--- src/inc/fsw_pkg.sv ---
package fsw_pkg;

    // Command and sub-code values.
    localparam logic [7:0] CMD_WRITE_FLASH = 8'hB1;
    localparam logic [7:0] SUB_CHIP = 8'h00;
    localparam logic [7:0] SUB_GP = 8'h01;
    localparam logic [7:0] SUB_MFR_STR = 8'h02;
    localparam logic [7:0] SUB_PROD_STR = 8'h03;
    localparam logic [7:0] SUB_SERIAL_STR = 8'h04;

    // Response status codes.
    localparam logic [7:0] STAT_OK = 8'h00;
    localparam logic [7:0] STAT_UNSUPPORTED = 8'h02;

    // Report geometry.
    localparam int REPORT_BYTES = 64;
    localparam logic [5:0] IDX_CMD = 6'h00;
    localparam logic [5:0] IDX_SUB = 6'h01;
    localparam logic [5:0] IDX_B2 = 6'h02;
    localparam logic [5:0] IDX_B3 = 6'h03;
    localparam logic [5:0] IDX_B4 = 6'h04;
    localparam logic [5:0] IDX_LAST = 6'h3F;

    // Byte 2 field positions.
    localparam int B2_SERIAL_EN = 7;
    localparam int B2_RX_IDLE = 6;
    localparam int B2_TX_IDLE = 5;
    localparam int B2_TW_IDLE = 4;
    localparam int B2_SUSP_IDLE = 3;
    localparam int B2_CFG_IDLE = 2;
    localparam int B2_SEC_LSB = 0;
    // Byte 3 and byte 4 field positions.
    localparam int B3_DIV_LSB = 0;
    localparam int B4_VREF_LSB = 6;
    localparam int B4_SRC_BIT = 5;
    localparam int B4_CODE_LSB = 0;

    // Reset value of the captured chip-settings bytes 2 to 4.
    localparam logic [7:0] B2_RESET = 8'h00;
    localparam logic [7:0] B3_RESET = 8'h00;
    localparam logic [7:0] B4_RESET = 8'h00;

    // Security modes.
    typedef enum logic [1:0] {
        FSW_SEC_OPEN, FSW_SEC_PASSWORD, FSW_SEC_LOCKED
    } fsw_sec_t;

    // Decoded chip settings.
    typedef struct packed {
        logic serialEnable;
        logic rxIdle;
        logic txIdle;
        logic twIdle;
        logic suspIdle;
        logic cfgIdle;
        logic [1:0] secMode;
        logic [4:0] clkDiv;
        logic [1:0] dacVref;
        logic dacSupplyRef;
        logic [4:0] dacCode;
    } fsw_settings_t;

    // Incoming report byte.
    typedef struct packed {
        logic valid;
        logic last;
        logic [7:0] data;
    } fsw_byte_t;

endpackage : fsw_pkg

--- src/design/fsw_write_cmd.sv ---
// Contract
// - Byte 0 value 0xB1 marks a write-flash request.
// - Sub-code 0x00 writes chip settings, 0x01 writes GP settings.
// - Sub-codes 0x02..0x04 rewrite manufacturer, product, serial strings.
// - Other sub-codes: no write, unsupported code in response byte 1.
// - Bytes 2..63 are payload whose layout follows the sub-code.
// - Byte 2 bit 7 enables the serial number at enumeration.
// - Byte 2 bit 6 is receive indicator idle level; inverted when active.
// - Byte 2 bit 5 is transmit indicator idle level; inverted when active.
// - Byte 2 bit 4 is two-wire indicator idle level; inverted when active.
// - Byte 2 bit 3 is suspend indicator level; inverted in suspend.
// - Byte 2 bit 2 is configured indicator level; inverted once configured.
// - Byte 2 bits 1-0: 1x locked, 01 password, 00 unsecured.
// - Byte 3 bits 4-0 divide the 48 MHz clock for clock output.
// - Byte 4 bits 7-6 pick internal DAC reference level or off.
// - Byte 4 bit 5 picks supply rail (1) or internal reference (0).
// - Byte 4 bits 4-0 are the DAC power-up code.
module fsw_write_cmd
    import fsw_pkg::*;
(
    input wire logic mclk,
    input wire logic resetn,
    input wire fsw_byte_t rxByte,
    input wire logic uartRxBusy,
    input wire logic uartTxBusy,
    input wire logic twoWireBusy,
    input wire logic twoWireLedEnable,
    input wire logic usbSuspended,
    input wire logic suspendLedEnable,
    input wire logic usbConfigured,
    input wire logic configuredLedEnable,
    input wire logic powerUpLoad,
    output logic rspValid,
    output logic [7:0] rspCode,
    output logic [7:0] rspStatus,
    output logic chipWrite,
    output logic gpWrite,
    output logic [2:0] stringWrite,
    output logic payloadValid,
    output logic [5:0] payloadIndex,
    output logic [7:0] payloadData,
    output fsw_settings_t storedSettings,
    output fsw_settings_t activeSettings,
    output logic rx_activity_indicator,
    output logic tx_activity_indicator,
    output logic twowire_activity_indicator,
    output logic suspend_indicator,
    output logic configured_indicator
);

    ////////////////////////////////////////////////////////////////////////
    // Reset release.
    ////////////////////////////////////////////////////////////////////////

    logic rstMeta_r;
    logic rstSync_r;

    // Releases the reset through two flip-flops.
    always_ff @(posedge mclk or negedge resetn) begin
        if (!resetn) begin
            rstMeta_r <= 1'b0;
            rstSync_r <= 1'b0;
        end else begin
            rstMeta_r <= 1'b1;
            rstSync_r <= rstMeta_r;
        end
    end

    ////////////////////////////////////////////////////////////////////////
    // Report byte tracking.
    ////////////////////////////////////////////////////////////////////////

    // Returns true for a sub-code that this command supports.
    function automatic logic subSupported(input logic [7:0] s);
        subSupported = (s == SUB_CHIP) || (s == SUB_GP) ||
            (s == SUB_MFR_STR) || (s == SUB_PROD_STR) ||
            (s == SUB_SERIAL_STR);
    endfunction : subSupported

    logic [5:0] idx_r;
    logic isWrite_r;
    logic [7:0] sub_r;
    logic [7:0] b2_r;
    logic [7:0] b3_r;
    logic [7:0] b4_r;
    logic subOk;

    // Counts bytes of the report; a last byte restarts the count.
    always_ff @(posedge mclk or negedge rstSync_r) begin
        if (!rstSync_r) begin
            idx_r <= IDX_CMD;
        end else if (rxByte.valid) begin
            if (rxByte.last || idx_r == IDX_LAST) begin
                idx_r <= IDX_CMD;
            end else begin
                idx_r <= idx_r + 6'h01;
            end
        end
    end

    // Captures command code, sub-code and the chip-settings bytes.
    always_ff @(posedge mclk or negedge rstSync_r) begin
        if (!rstSync_r) begin
            isWrite_r <= 1'b0;
            sub_r <= SUB_CHIP;
            b2_r <= B2_RESET;
            b3_r <= B3_RESET;
            b4_r <= B4_RESET;
        end else if (rxByte.valid) begin
            if (idx_r == IDX_CMD) begin
                isWrite_r <= (rxByte.data == CMD_WRITE_FLASH);
            end else if (idx_r == IDX_SUB) begin
                sub_r <= rxByte.data;
            end else if (idx_r == IDX_B2) begin
                b2_r <= rxByte.data;
            end else if (idx_r == IDX_B3) begin
                b3_r <= rxByte.data;
            end else if (idx_r == IDX_B4) begin
                b4_r <= rxByte.data;
            end
        end
    end

    ////////////////////////////////////////////////////////////////////////
    // Payload forwarding and write strobes.
    ////////////////////////////////////////////////////////////////////////

    logic endOfReport;
    logic isWriteNext;
    logic [7:0] subNext;
    logic [7:0] b2Next;
    logic [7:0] b3Next;
    logic [7:0] b4Next;
    logic headerOnly;
    logic doWrite;

    assign endOfReport = rxByte.valid && (rxByte.last || idx_r == IDX_LAST);
    // A report may end early; the byte in flight still counts, so a short
    // report never acts on a header left from an earlier report; bytes 2..4 it omits keep their old values.
    assign isWriteNext = (rxByte.valid && idx_r == IDX_CMD) ?
        (rxByte.data == CMD_WRITE_FLASH) : isWrite_r;
    assign subNext = (rxByte.valid && idx_r == IDX_SUB) ? rxByte.data : sub_r;
    assign b2Next = (rxByte.valid && idx_r == IDX_B2) ? rxByte.data : b2_r;
    assign b3Next = (rxByte.valid && idx_r == IDX_B3) ? rxByte.data : b3_r;
    assign b4Next = (rxByte.valid && idx_r == IDX_B4) ? rxByte.data : b4_r;
    // A report that ends on its command byte carries no sub-code at all.
    assign headerOnly = rxByte.valid && idx_r == IDX_CMD;
    assign subOk = subSupported(subNext) && !headerOnly;
    // A supported write request completes with this byte.
    assign doWrite = endOfReport && isWriteNext && subOk;

    // Forwards payload bytes of supported write commands with their index.
    always_ff @(posedge mclk or negedge rstSync_r) begin
        if (!rstSync_r) begin
            payloadValid <= 1'b0;
            payloadIndex <= IDX_CMD;
            payloadData <= 8'h00;
        end else begin
            payloadValid <= rxByte.valid && isWrite_r && subOk &&
                idx_r >= IDX_B2;
            payloadIndex <= idx_r;
            payloadData <= rxByte.data;
        end
    end

    // Issues one write strobe per supported write report, chosen by the sub-code.
    always_ff @(posedge mclk or negedge rstSync_r) begin
        if (!rstSync_r) begin
            chipWrite <= 1'b0;
            gpWrite <= 1'b0;
            stringWrite <= 3'h0;
        end else begin
            chipWrite <= doWrite && subNext == SUB_CHIP;
            gpWrite <= doWrite && subNext == SUB_GP;
            stringWrite <= {doWrite && subNext == SUB_SERIAL_STR,
                doWrite && subNext == SUB_PROD_STR,
                doWrite && subNext == SUB_MFR_STR};
        end
    end

    ////////////////////////////////////////////////////////////////////////
    // Chip-settings decode into nonvolatile image.
    ////////////////////////////////////////////////////////////////////////

    // Stores decoded chip settings when a chip-settings write completes.
    always_ff @(posedge mclk or negedge rstSync_r) begin
        if (!rstSync_r) begin
            storedSettings <= '0;
        end else if (doWrite && subNext == SUB_CHIP) begin
            storedSettings.serialEnable <= b2Next[B2_SERIAL_EN];
            storedSettings.rxIdle <= b2Next[B2_RX_IDLE];
            storedSettings.txIdle <= b2Next[B2_TX_IDLE];
            storedSettings.twIdle <= b2Next[B2_TW_IDLE];
            storedSettings.suspIdle <= b2Next[B2_SUSP_IDLE];
            storedSettings.cfgIdle <= b2Next[B2_CFG_IDLE];
            storedSettings.secMode <= b2Next[B2_SEC_LSB +: 2];
            // Upper bits of byte 3 are dropped here.
            storedSettings.clkDiv <= b3Next[B3_DIV_LSB +: 5];
            storedSettings.dacVref <= b4Next[B4_VREF_LSB +: 2];
            storedSettings.dacSupplyRef <= b4Next[B4_SRC_BIT];
            storedSettings.dacCode <= b4Next[B4_CODE_LSB +: 5];
        end
    end

    // Copies the stored image into the live settings only on power-up load.
    always_ff @(posedge mclk or negedge rstSync_r) begin
        if (!rstSync_r) begin
            activeSettings <= '0;
        end else if (powerUpLoad) begin
            activeSettings <= storedSettings;
        end
    end

    ////////////////////////////////////////////////////////////////////////
    // Security mode decode.
    ////////////////////////////////////////////////////////////////////////

    fsw_sec_t secMode;

    // Maps the two live security bits onto the three modes.
    always_comb begin
        case (activeSettings.secMode)
            2'b00: secMode = FSW_SEC_OPEN;
            2'b01: secMode = FSW_SEC_PASSWORD;
            default: secMode = FSW_SEC_LOCKED;
        endcase
    end

    ////////////////////////////////////////////////////////////////////////
    // Response report.
    ////////////////////////////////////////////////////////////////////////

    // Answers each write-flash report with echo and status.
    always_ff @(posedge mclk or negedge rstSync_r) begin
        if (!rstSync_r) begin
            rspValid <= 1'b0;
            rspCode <= 8'h00;
            rspStatus <= STAT_OK;
        end else begin
            rspValid <= endOfReport && isWriteNext;
            if (endOfReport && isWriteNext) begin
                rspCode <= CMD_WRITE_FLASH;
                rspStatus <= subOk ? STAT_OK : STAT_UNSUPPORTED;
            end
        end
    end

    ////////////////////////////////////////////////////////////////////////
    // Indicator pins from live settings.
    ////////////////////////////////////////////////////////////////////////

    // Drives each indicator at its idle level, inverted while active; two-wire, suspend and configured only when their enable is set.
    always_ff @(posedge mclk or negedge rstSync_r) begin
        if (!rstSync_r) begin
            rx_activity_indicator <= 1'b0;
            tx_activity_indicator <= 1'b0;
            twowire_activity_indicator <= 1'b0;
            suspend_indicator <= 1'b0;
            configured_indicator <= 1'b0;
        end else begin
            rx_activity_indicator <=
                activeSettings.rxIdle ^ uartRxBusy;
            tx_activity_indicator <=
                activeSettings.txIdle ^ uartTxBusy;
            twowire_activity_indicator <= activeSettings.twIdle ^
                (twoWireLedEnable && twoWireBusy);
            suspend_indicator <= activeSettings.suspIdle ^
                (suspendLedEnable && usbSuspended);
            configured_indicator <= activeSettings.cfgIdle ^
                (configuredLedEnable && usbConfigured);
        end
    end

    ////////////////////////////////////////////////////////////////////////
    // Checks.
    ////////////////////////////////////////////////////////////////////////

    detect_cmd_a: assert property (
        @(posedge mclk) disable iff (!rstSync_r)
        (endOfReport && isWriteNext) |=> rspValid && rspCode == 8'hB1)
        else $error("write command not answered");

    bad_sub_a: assert property (
        @(posedge mclk) disable iff (!rstSync_r)
        (endOfReport && isWriteNext && !subOk) |=>
            rspStatus == STAT_UNSUPPORTED && !chipWrite && !gpWrite &&
            stringWrite == 3'h0)
        else $error("unsupported sub-code wrote or passed");

    chip_strobe_a: assert property (
        @(posedge mclk) disable iff (!rstSync_r)
        chipWrite |-> $past(subNext) == SUB_CHIP && rspValid)
        else $error("chip write without chip sub-code");

    string_strobe_a: assert property (
        @(posedge mclk) disable iff (!rstSync_r)
        stringWrite[1] |-> $past(subNext) == SUB_PROD_STR)
        else $error("product string write with wrong sub-code");

    payload_idx_a: assert property (
        @(posedge mclk) disable iff (!rstSync_r)
        payloadValid |-> payloadIndex >= IDX_B2)
        else $error("header byte forwarded as payload");

    store_fields_a: assert property (
        @(posedge mclk) disable iff (!rstSync_r)
        chipWrite |-> storedSettings.serialEnable == $past(b2Next[7]) &&
            storedSettings.secMode == $past(b2Next[1:0]))
        else $error("byte 2 fields not stored");

    gp_strobe_a: assert property (
        @(posedge mclk) disable iff (!rstSync_r)
        gpWrite |-> $past(subNext) == SUB_GP && rspValid &&
            rspStatus == STAT_OK)
        else $error("pin settings write without its sub-code");

    clk_div_a: assert property (
        @(posedge mclk) disable iff (!rstSync_r)
        chipWrite |-> storedSettings.clkDiv == $past(b3Next[4:0]))
        else $error("clock divider not stored");

    dac_fields_a: assert property (
        @(posedge mclk) disable iff (!rstSync_r)
        chipWrite |-> {storedSettings.dacVref, storedSettings.dacSupplyRef,
            storedSettings.dacCode} == $past(b4Next))
        else $error("DAC fields not stored");

    tx_led_a: assert property (
        @(posedge mclk) disable iff (!rstSync_r)
        $past(uartTxBusy) && $stable(activeSettings) |->
            tx_activity_indicator == !activeSettings.txIdle)
        else $error("transmit indicator not inverted while busy");

    rx_led_a: assert property (
        @(posedge mclk) disable iff (!rstSync_r)
        $past(uartRxBusy) && $stable(activeSettings) |->
            rx_activity_indicator == !activeSettings.rxIdle)
        else $error("receive indicator not inverted while busy");

    susp_led_a: assert property (
        @(posedge mclk) disable iff (!rstSync_r)
        !$past(suspendLedEnable) && $stable(activeSettings) |->
            suspend_indicator == activeSettings.suspIdle)
        else $error("disabled suspend indicator left idle level");

    defer_load_a: assert property (
        @(posedge mclk) disable iff (!rstSync_r)
        !$past(powerUpLoad) |-> $stable(activeSettings))
        else $error("live settings changed without power-up load");

    sec_lock_a: assert property (
        @(posedge mclk) disable iff (!rstSync_r)
        activeSettings.secMode[1] |-> secMode == FSW_SEC_LOCKED)
        else $error("security bits 1x not locked");

endmodule : fsw_write_cmd

--- config.mk ---
export PLATFORM = sky130hd
export DESIGN_NAME = fsw_write_cmd
export DESIGN_NICKNAME = d
export VERILOG_FILES = /design/src/inc/fsw_pkg.sv /design/src/design/fsw_write_cmd.sv
export SDC_FILE = /design/constraint.sdc
export NUM_CORES = 1
export LEC_CHECK = 0
export BUFFER_PORTS_ARGS = -buffer_cell sky130_fd_sc_hd__buf_4
export CAP_MARGIN = 20
export CORE_MARGIN = 5
export CORE_UTILIZATION = 53
export DETAILED_ROUTE_END_ITERATION = 8
export PLACE_DENSITY = 0.79
export SETUP_SLACK_MARGIN = 0.15
export SYNTH_ARGS = -nofsm -noshare
export SYNTH_HDL_FRONTEND = slang
export SYNTH_SLANG_ARGS = --single-unit
export TNS_END_PERCENT = 30
--- constraint.sdc ---
create_clock -name mclk -period 3.7 [get_ports mclk]
set_clock_uncertainty 0.2 [all_clocks]
set_input_delay 0.74 -clock mclk [delete_from_list [all_inputs] [get_ports mclk]]
set_output_delay 0.74 -clock mclk [all_outputs]
set_load 0.02 [all_outputs]
==> results.cfg, run 1 <==
[run_status]
run_status = finished, final reports clean

[logic_synthesis]
netlist_instances = 312
dominantRegCellSynth = sky130_fd_sc_hd__dfrtp_1
synth.ff_latch_count = 108
syn_area_per_cell_um2 = 14.24
synthArstFlopShare_pct = 100.0
post_synth_instance_area_mm2 = 0.004442
synth_enable_flop_cells = 0
post-synth-top-area-cell = sky130_fd_sc_hd__dfrtp_1
yosysWarnings = 0
synth.distinct_cells = 43
synth.top_cells.by_area = sky130_fd_sc_hd__dfrtp_1 61%, sky130_fd_sc_hd__mux2_2 19%, sky130_fd_sc_hd__buf_4 2.4%, sky130_fd_sc_hd__mux2_1 1.8%, sky130_fd_sc_hd__mux2_4 1.7%
synth_top_area_share_pct = 60.85
part_of_the_yosys_area_used_for_sequential_elements_pct = 60.85

[placement]
routabilityCongestion = 0.7809
place.detailed.hpwl_mm = 6.247
placed_area_mm2 = 0.005191
setup_slack_placement_ns = 0.7425
portBuffers = 93

[finish]
area.growth.synth_to_final_pct = 22.37
most-common-layout-cells = 107 x sky130_fd_sc_hd__dfrtp_1, 98 x sky130_fd_sc_hd__buf_4, 75 x sky130_fd_sc_hd__mux2_2
utilization_pct = 66.48
final_net_count = 431
stdcell_area_mm2 = 0.005435
num-fill-cells = 629
diode_insertion_count_for_antenna_repair = 0
share_of_layout_cells_above_drive_strength_1_pct = 49.15
final_common_cell = sky130_fd_sc_hd__dfrtp_1

[clocking]
clock_tree.root_cell = sky130_fd_sc_hd__clkbuf_8
clock-sinks = 108
clkTransAtPathRegs_ns = 0.11
htreeDepth = 3
clkLatencyLatePin_ns = 0.37
clock_path_buffers = 2
tritoncts = built
cts.repair.resized = 0
cts_inserted_buffers = 9

[global_route]
grt_antenna_before_repair = 0
globalRouteOverflowTotal = 0
global_route_usage_over_all_layers_pct = 17.76
wire_length_of_the_first_global_routing_pass_mm = 14.15
pin_count_of_the_biggest_net_entering_global_routing = 50
first_global_vias = 2795

[drt]
routed-via-count = 2713
routed_length_on_met3_um = 448
met2_length_mm = 4.369
vias_per_cell = 5.258
drt-pass1-iter-count = 4
detail_route.wirelength_mm = 8.787
routed_wire_length_per_instance_um = 17.03
remaining_drc_errors = 0
routedLengthMet1_mm = 3.855
maxUsedRoutingLayer = met4
final_antenna_net_count = 0
drt_iter0_drc = 105

[floorplan]
starting_density_of_the_core_pct = 54.33
design.core.area_mm2 = 0.008175
die_width_um = 101.5
floorplan.die_area_mm2 = 0.01031
rows = 33
design.portCount = 105
die_h_um = 101.5

[power_and_ir_drop]
seq_power_share_pct = 53.1
clock_power_share_pct = 29.5
netSwitchingPower_uw = 720.9
report.power.total_uw = 2739
sw_frac_of_total_pct = 26.32
power_leakage_uw = 0.002800
pwr-share-comb_pct = 17.4
internal-power_uw = 2018
worst_ir_drop_vdd_mv = 0.2333
p_per_area_mw_per_mm2 = 504.0

[critical_path]
critical_path.startpoint_type = input port
worst_ep_arrival_time_ns = 2.64
worst-r2r-cell-count = 8
worstPathRequired_ns = 3.74
crit_path_max_fanout = 12
r2r_setup_slack_ns = 1.12
crit_end = b2_r[0]$_DFFE_PN0P_
timing.rr.end = storedSettings[6]$_DFFE_PN0P_
category_of_the_most_critical_setup_path = in -> reg
source_of_the_worst_register_to_register_timing_path = idx_r[1]$_DFFE_PN0P_
timing.critical_path.from = rxByte[9]
end_kind = flip-flop

[timing]
finalSetupViolCount = 0
worst_relative_slew_slack_pct = 55.18
worst_slew_pin_slew_ns = 0.6698
maxClockFrequency_mhz = 384.8
rsz0062_at_grt = false
setup_total_negative_slack_ns = 0
hold_viol_final = 0
layout_min_cycle_time_ns = 2.599
timing.final.max_slew_violations = 0
fin_ws_ns = 1.101
layout_worst_path_cycle_share_pct = 70.23

[run]
cap_viol_max_count = 0

[worst_hold_path]
worstHoldPathType = reg -> async
-- synth_stat cells (all sizes together), types with 2 or more instances --
| cell type | count |
|---|---|
| xnor2 | 4 |
| dfrtp | 108 |
| o21ai | 3 |
| nor3 | 3 |
| nor4 | 2 |
| nor2 | 10 |
| nand2b | 2 |
| nand2 | 14 |
| xor2 | 3 |
| nand3 | 7 |
| or3 | 3 |
| conb | 2 |
| mux2 | 87 |
| inv | 5 |
| mux2i | 5 |
| nor3b | 3 |
| ha | 4 |
| clkbuf | 4 |
| buf | 22 |
| a21oi | 5 |
-- metrics by stage --
stage | std cells | hold slack (ns)
floorplan | 322 | 0.1312
global placement | 499 | 0.02115
detailed placement | 499 | 0.02545
CTS | 516 | 0.03580
global route | 516 | 0.05791
finish | 516 | 0.02194
-- sequential cells by signal, summed over array words and instances, names as in the netlist, 3 cells and up --
register        count
b4_r                8
payloadData         8
stringWrite         3
sub_r               8
payloadIndex        6
idx_r               6
activeSettings     21
b3_r                5
storedSettings     21
b2_r                8
-- power by group through the flow --
stage,Clock [uW],Sequential (uW),Combinational (uW)
5_1_grt,865,1470,527
2_1_floorplan,0,1470,348
6_report,809,1450,476
3_3_place_gp,0,1460,462
3_5_place_dp,0,1480,479
4_1_cts,826,1450,483
-- worst max-delay path: stages --
cell	delay, ns
sky130_fd_sc_hd__buf_4	0.15
sky130_fd_sc_hd__or3b_4	0.42
sky130_fd_sc_hd__nor3_4	0.17
sky130_fd_sc_hd__nand2_2	0.20
sky130_fd_sc_hd__or3_1	0.57
sky130_fd_sc_hd__mux2_1	0.40
-- logic make-up after synthesis --
group	share of synthesized area, %
buf+inv	4.000
simple gates	6.930
compound gates	1.944
flops	60.85
xor+xnor	1.380
mux	23.61
other cells	0.1691
fa+ha+maj	1.127
-- worst min-delay path by stage --
stage / from / end / cells past startpoint
CTS: rstSync_r$_DFF_PN0_ / activeSettings[4]$_DFFE_PN0P_ / 0
floorplan: rstMeta_r$_DFF_PN0_ / rstSync_r$_DFF_PN0_ / 0
global placement: rstSync_r$_DFF_PN0_ / activeSettings[4]$_DFFE_PN0P_ / 0
finish: rstSync_r$_DFF_PN0_ / activeSettings[4]$_DFFE_PN0P_ / 0
detailed placement: rstSync_r$_DFF_PN0_ / activeSettings[4]$_DFFE_PN0P_ / 0
global route: rstSync_r$_DFF_PN0_ / activeSettings[16]$_DFFE_PN0P_ / 0
-- area by class of cell --
cell class | count | area [um^2] | area share (%)
timing repair buffer | 99 | 745.7 | 13.72
inverter | 5 | 18.77 | 0.3453
sequential | 108 | 2706 | 49.79
tap | 105 | 131.4 | 2.417
clock buffer | 10 | 137.6 | 2.532
multi-input combinational | 183 | 1599 | 29.42
clock inverter | 6 | 96.34 | 1.773
-- per-layer routing --
metal  global-route usage, %  vias up
met5                       0        -
met4                   6.851        0
met3                   3.099       12
met2                   28.67       69
met1                   24.16     1388
li1                        -     1244
-- timing repair --
action                                 in CTS  in global routing
setup buffers                               0                  0
endpoints found under the hold margin       2                  0
hold buffers                                1                  0
No activity file was read; power rests on OpenSTA's default activity.
==> run 2, diff against run 1 <==
==> constraint.sdc (replaced) <==
create_clock -name mclk -period 2.6 [get_ports mclk]
set_clock_uncertainty 0.2 [all_clocks]
set_input_delay 0.52 -clock mclk [delete_from_list [all_inputs] [get_ports mclk]]
set_output_delay 0.52 -clock mclk [all_outputs]
set_load 0.02 [all_outputs]
==> run 2 against run 1 <==
Highest routed layer unchanged. Core utilization rose by 0.75 points. Sequential cell count did not move. Critical path depth fell by 1. Clock power rose by 23%. Die area did not move. Hold slack improved by 0.065 ns. First-iteration DRC count fell by 30%. Sequential power rose by 42%. Sequential share of layout area fell by 0.53 points.
==> results.cfg, run 2 (synthesis gave the netlist of run 1 again) <==
[global_route]
global_route_usage_over_all_layers_pct = 17.50
grt_antenna_before_repair = 0
globalRouteOverflowTotal = 0
first_global_vias = 2820
wire_length_of_the_first_global_routing_pass_mm = 13.97
pin_count_of_the_biggest_net_entering_global_routing = 49

[drt]
vias_per_cell = 5.187
remaining_drc_errors = 0
drt_iter0_drc = 73
routed_wire_length_per_instance_um = 16.31
routed-via-count = 2713
detail_route.wirelength_mm = 8.531
drt-pass1-iter-count = 4
final_antenna_net_count = 0

[clocking]
cts_inserted_buffers = 9
clock_tree.root_cell = sky130_fd_sc_hd__clkbuf_8
clkLatencyLatePin_ns = 0.37
setup_fix_buffers_added_after_clock_tree_synthesis = 0
clock-sinks = 108
tritoncts = built
htreeDepth = 3
clkTransAtPathRegs_ns = 0.11
clock_path_buffers = 2

[floorplan]
die_h_um = 101.5
die_width_um = 101.5
rows = 33
starting_density_of_the_core_pct = 54.33
floorplan.die_area_mm2 = 0.01031
design.portCount = 105
design.core.area_mm2 = 0.008175

[timing]
rsz0062_at_grt = true
hold_viol_final = 0
timing.final.max_slew_violations = 0
timing.hold.ws_ns = 0.08742
finalSetupViolCount = 0
fin_ws_ns = 0.2353
layout_worst_path_cycle_share_pct = 90.95
setup_total_negative_slack_ns = 0
layout_min_cycle_time_ns = 2.365
maxClockFrequency_mhz = 422.9

[critical_path]
r2r_setup_slack_ns = 0.24
category_of_the_most_critical_setup_path = reg -> reg
crit_path_max_fanout = 8
critical_path.startpoint_type = flip-flop
worst_ep_arrival_time_ns = 2.43
worstPathRequired_ns = 2.66
end_kind = flip-flop

[power_and_ir_drop]
internal-power_uw = 2689
report.power.total_uw = 3760
pwr-share-comb_pct = 18.8
clock_power_share_pct = 26.5
p_per_area_mw_per_mm2 = 684.2
sw_frac_of_total_pct = 28.48
seq_power_share_pct = 54.7
netSwitchingPower_uw = 1071
power_leakage_uw = 0.002839
worst_ir_drop_vdd_mv = 0.3658

[finish]
area.growth.synth_to_final_pct = 23.75
final_net_count = 438
share_of_layout_cells_above_drive_strength_1_pct = 50.96
final_common_cell = sky130_fd_sc_hd__dfrtp_1
diode_insertion_count_for_antenna_repair = 0
most-common-layout-cells = 106 x sky130_fd_sc_hd__dfrtp_1, 103 x sky130_fd_sc_hd__buf_4, 75 x sky130_fd_sc_hd__mux2_2
num-fill-cells = 604
reg.largest.list = activeSettings: 21 flops, storedSettings: 21 flops

[run_status]
run_status = finished, final reports clean

[placement]
routabilityCongestion = 0.7818
portBuffers = 93
setup_slack_placement_ns = 0.07146
place.detailed.hpwl_mm = 6.123

[worst_hold_path]
worstHoldPathType = reg -> async

[run]
cap_viol_max_count = 0
run 2: cell count changes in the layout (fill, tap and decap cells not counted), sizes merged:
cell,before,now
clkinv,2,4
bufinv,2,0
inv,6,8
buf,98,105
clkbuf,10,9
clkinvlp,1,0
run 2: worst max-delay path, cell delays in order, from the launching register on:
cell and delay (ns):
sky130_fd_sc_hd__dfrtp_1 0.48, sky130_fd_sc_hd__or3b_4 0.45, sky130_fd_sc_hd__nor3_4 0.16, sky130_fd_sc_hd__nand2_2 0.08
sky130_fd_sc_hd__or3_1 0.50, sky130_fd_sc_hd__mux2_1 0.38
run 2: final cells by class:
| type | count | area, um^2 | area share (%) |
|---|---|---|---|
| tap | 105 | 131.4 | 2.390 |
| clock inverter | 7 | 78.83 | 1.434 |
| inverter | 5 | 18.77 | 0.3415 |
| clock buffer | 9 | 123.9 | 2.254 |
| sequential | 108 | 2708 | 49.26 |
| timing repair buffer | 106 | 823.3 | 14.98 |
| multi-input combinational | 183 | 1613 | 29.34 |
run 2: power groups by stage:
stage | Sequential, uW | Clock (uW) | Combinational [uW]
6_report | 2060 | 996 | 708
4_1_cts | 2060 | 1030 | 715
2_1_floorplan | 2090 | 0 | 496
3_5_place_dp | 2090 | 0 | 709
5_1_grt | 2090 | 1100 | 780
3_3_place_gp | 2070 | 0 | 684
run 2: through the flow:
| stage | area, um^2 | util (%) | std cells |
|---|---|---|---|
| floorplan | 4481 | - | 322 |
| finish | 5497 | 67.23 | 523 |
| global route | 5497 | 67.23 | 523 |
| CTS | 5482 | 67.05 | 523 |
| global placement | 5269 | 64.45 | 506 |
| detailed placement | 5269 | 64.45 | 506 |
run 2: path summary, 6_finish.rpt:
kind	start	end	cells after the start
min in group mclk	uartTxBusy	tx_activity_indicator$_DFF_PN0_	2
max	idx_r[5]$_DFFE_PN0P_	b2_r[7]$_DFFE_PN0P_	5
min reg2reg	rstSync_r$_DFF_PN0_	chipWrite$_DFF_PN0_	0
max in group asynchronous	rstSync_r$_DFF_PN0_	idx_r[1]$_DFFE_PN0P_	1
min	rstSync_r$_DFF_PN0_	chipWrite$_DFF_PN0_	0
max reg2reg	idx_r[5]$_DFFE_PN0P_	b2_r[7]$_DFFE_PN0P_	5
run 2: layer usage:
metal  vias up  wire, um  track usage (%)
met5         -         0                0
met4         0       141            6.033
met3        12       497            4.683
met2        74      4343            28.67
met1      1367      3548            22.65
li1       1260         -                -
run 2: repair_timing:
| item | in CTS | in global routing |
|---|---|---|
| gates resized for setup | 0 | 4 |
| hold buffers | 1 | 0 |
| endpoints found under the setup margin | 0 | 25 |
| hold endpoints to repair | 2 | 0 |
==> run 3, diff against run 2 <==
--- a/config.mk
+++ b/config.mk
@@ -5,6 +5,7 @@
 export SDC_FILE = /design/constraint.sdc
 export NUM_CORES = 1
 export LEC_CHECK = 0
+export ABC_AREA = 1
 export BUFFER_PORTS_ARGS = -buffer_cell sky130_fd_sc_hd__buf_4
 export CAP_MARGIN = 20
 export CORE_MARGIN = 5
@@ -12,6 +13,7 @@
 export DETAILED_ROUTE_END_ITERATION = 8
 export PLACE_DENSITY = 0.79
 export SETUP_SLACK_MARGIN = 0.15
+export SLEW_MARGIN = 5
 export SYNTH_ARGS = -nofsm -noshare
 export SYNTH_HDL_FRONTEND = slang
 export SYNTH_SLANG_ARGS = --single-unit
==> run 3 against run 2 <==
Combinational power rose by 58%. Power increased by 13%. Non-clock buffer count stayed put. First-iteration DRC count increased by 96%. Core utilization is 0.15 points higher. Sequential power increased by 7%. Hold slack gained 0.0012 ns. Sequential cell count is the same. Highest routed layer unchanged.
==> results.cfg, run 3 <==
[logic_synthesis]
part_of_the_yosys_area_used_for_sequential_elements_pct = 60.34
synth.distinct_cells = 32
post_synth_instance_area_mm2 = 0.004479
synthArstFlopShare_pct = 100.0
synth.top_cells.by_area = sky130_fd_sc_hd__dfrtp_1 60%, sky130_fd_sc_hd__nand2_1 12%, sky130_fd_sc_hd__o21ai_0 5.0%, sky130_fd_sc_hd__mux2_2 4.5%, sky130_fd_sc_hd__buf_4 2.8%
synth_enable_flop_cells = 0
synth.ff_latch_count = 108
synth_top_family_by_area = simple AND/OR/NAND/NOR gates
yosysWarnings = 0
syn_area_per_cell_um2 = 9.976
synth_xor_xnor_area_share_pct = 1.564
dominantRegCellSynth = sky130_fd_sc_hd__dfrtp_1
post-synth-top-area-cell = sky130_fd_sc_hd__dfrtp_1
synthMostInstantiatedCell = sky130_fd_sc_hd__nand2_1
post_synth_fa_ha_maj_area_fraction_pct = 1.117
netlist_instances = 449
synth_top_cells_by_count = 140 x sky130_fd_sc_hd__nand2_1, 108 x sky130_fd_sc_hd__dfrtp_1, 45 x sky130_fd_sc_hd__o21ai_0, 29 x sky130_fd_sc_hd__inv_1, 18 x sky130_fd_sc_hd__mux2_2
synth_mux_area_share_pct = 5.196
synth_top_area_share_pct = 60.34
share_of_synthesized_cell_area_in_and_or_nand_and_nor_gates_pct = 19.08
synth_compound_gate_area_share_pct = 6.229

[critical_path]
worstPathRequired_ns = 2.67
r2r_setup_slack_ns = 0.30
crit_end = storedSettings[13]$_DFFE_PN0P_
timing.rr.end = storedSettings[13]$_DFFE_PN0P_
source_of_the_worst_register_to_register_timing_path = idx_r[1]$_DFFE_PN0P_
end_kind = flip-flop
critical_path.startpoint_type = flip-flop
worst_ep_arrival_time_ns = 2.37
category_of_the_most_critical_setup_path = reg -> reg
worst-r2r-cell-count = 14
timing.critical_path.from = idx_r[1]$_DFFE_PN0P_
crit_path_max_fanout = 8

[timing]
worst_slew_pin_slew_ns = 0.5586
layout_worst_path_cycle_share_pct = 88.47
rsz0062_at_grt = false
maxClockFrequency_mhz = 434.7
timing.final.max_slew_violations = 0
hold_viol_final = 0
worst_relative_slew_slack_pct = 62.76
setup_total_negative_slack_ns = 0
timing.hold.ws_ns = 0.08863
finalSetupViolCount = 0
layout_min_cycle_time_ns = 2.300

[run]
cap_viol_max_count = 0

[finish]
share_of_layout_cells_above_drive_strength_1_pct = 29.73
num-fill-cells = 664
diode_insertion_count_for_antenna_repair = 0
area.growth.synth_to_final_pct = 23.60
reg.largest.list = activeSettings: 21 flops, storedSettings: 21 flops
most-common-layout-cells = 138 x sky130_fd_sc_hd__nand2_1, 106 x sky130_fd_sc_hd__dfrtp_1, 100 x sky130_fd_sc_hd__buf_4
area_of_the_multi_input_gates_mm2 = 0.001556
sequential_cell_area_mm2 = 0.002708
final_net_count = 575
final_common_cell = sky130_fd_sc_hd__nand2_1

[clocking]
tritoncts = built
clock_path_buffers = 2
cts_inserted_buffers = 9
clkTransAtPathRegs_ns = 0.10
clock_tree.root_cell = sky130_fd_sc_hd__clkbuf_8
clock-sinks = 108
clkLatencyLatePin_ns = 0.37
htreeDepth = 3

[power_and_ir_drop]
p_per_area_mw_per_mm2 = 768.9
power_leakage_uw = 0.002936
worst_ir_drop_vdd_mv = 0.3745

[floorplan]
design.core.area_mm2 = 0.008217
die_width_um = 101.9
rows = 33
starting_density_of_the_core_pct = 54.52
design.portCount = 105
floorplan.die_area_mm2 = 0.01039
die_h_um = 101.9

[drt]
vias_per_cell = 5.052
drt_iter0_drc = 143
detail_route.wirelength_mm = 9.267
routed-via-count = 3334
drt-pass1-iter-count = 4
remaining_drc_errors = 0
routed_wire_length_per_instance_um = 14.04
final_antenna_net_count = 0

[placement]
routabilityCongestion = 0.9425
portBuffers = 93
place.detailed.hpwl_mm = 6.610

[worst_hold_path]
worstHoldPathType = in -> reg

[run_status]
run_status = finished, final reports clean

[global_route]
grt_antenna_before_repair = 0
globalRouteOverflowTotal = 0
first_global_vias = 3228
pin_count_of_the_biggest_net_entering_global_routing = 65
wire_length_of_the_first_global_routing_pass_mm = 15.06
global_route_usage_over_all_layers_pct = 18.35
## run 3: cells by family (layout without fill, tap and decap cells)
kind of cell	after synthesis	in the layout
simple gates	197	197
flops	108	108
buf+inv	58	154
compound gates	51	51
mux	21	21
xor+xnor	8	8
fa+ha+maj	4	4
other cells	2	12
## run 3: area by class of cell
class | count | area share (%)
Timing Repair Buffer | 106 | 15.07
Inverter | 32 | 2.215
Tap cell | 105 | 2.373
Sequential cell | 108 | 48.90
Clock buffer | 10 | 2.305
Multi-Input combinational cell | 293 | 28.11
Clock inverter | 6 | 1.017
## run 3: worst min path at each step
stage	from	endpoint	slack, ns	cells after the start
final	rxByte[0]	payloadData[0]$_DFF_PN0_	0.09	1
after global routing	rxByte[0]	payloadData[0]$_DFF_PN0_	0.07	1
after CTS	rxByte[0]	payloadData[0]$_DFF_PN0_	0.07	1
after detailed placement	resetn	rstSync_r$_DFF_PN0_	0.11	1
after global placement	resetn	rstMeta_r$_DFF_PN0_	0.10	1
after floorplan	resetn	rstMeta_r$_DFF_PN0_	0.02	0
## run 3: per-layer routing
metal,global-route usage (%),routed length [um],vias up
met5,0,0,-
met4,5.550,120,0
met3,3.754,448,10
met2,30.94,4784,79
met1,24.19,3915,1632
li1,-,-,1613
## run 3: worst max-delay path, stage by stage (launching register included)
cell                      delay, ns
sky130_fd_sc_hd__dfrtp_1       0.43
sky130_fd_sc_hd__inv_2         0.12
sky130_fd_sc_hd__ha_4          0.14
sky130_fd_sc_hd__nand2_2       0.07
sky130_fd_sc_hd__inv_4         0.08
sky130_fd_sc_hd__nand3_4       0.11
sky130_fd_sc_hd__nand2_1       0.09
sky130_fd_sc_hd__nand2_1       0.10
sky130_fd_sc_hd__nor2_1        0.12
sky130_fd_sc_hd__nand2_1       0.07
sky130_fd_sc_hd__nor2_2        0.13
sky130_fd_sc_hd__nand4_1       0.21
sky130_fd_sc_hd__buf_6         0.22
sky130_fd_sc_hd__nand2_1       0.07
sky130_fd_sc_hd__nand2_1       0.05
## run 3: per-stage QoR
stage | total power [uW] | instances | instance area [um^2] | setup WS, ns | util (%)
finish | 4257 | 660 | 5537 | 0.2997 | 67.38
global placement | 3271 | 635 | 5230 | 0.3191 | 63.65
CTS | 4261 | 652 | 5424 | 0.2050 | 66.01
detailed placement | 3317 | 635 | 5230 | 0.2202 | 63.65
global route | 4541 | 660 | 5537 | 0.1598 | 67.38
floorplan | 2954 | 459 | 4518 | 0.4979 | -
## run 3: power breakdown
| part | internal (uW) | switching, uW |
|---|---|---|
| Sequential | 2000 | 193 |
| Combinational | 459 | 660 |
| Clock | 367 | 574 |
## run 3: repair_timing
action	CTS	global route
setup buffers	0	6
endpoints found under the setup margin	0	22
endpoints found under the hold margin	2	0
hold buffers	1	0
gates resized for setup	0	19
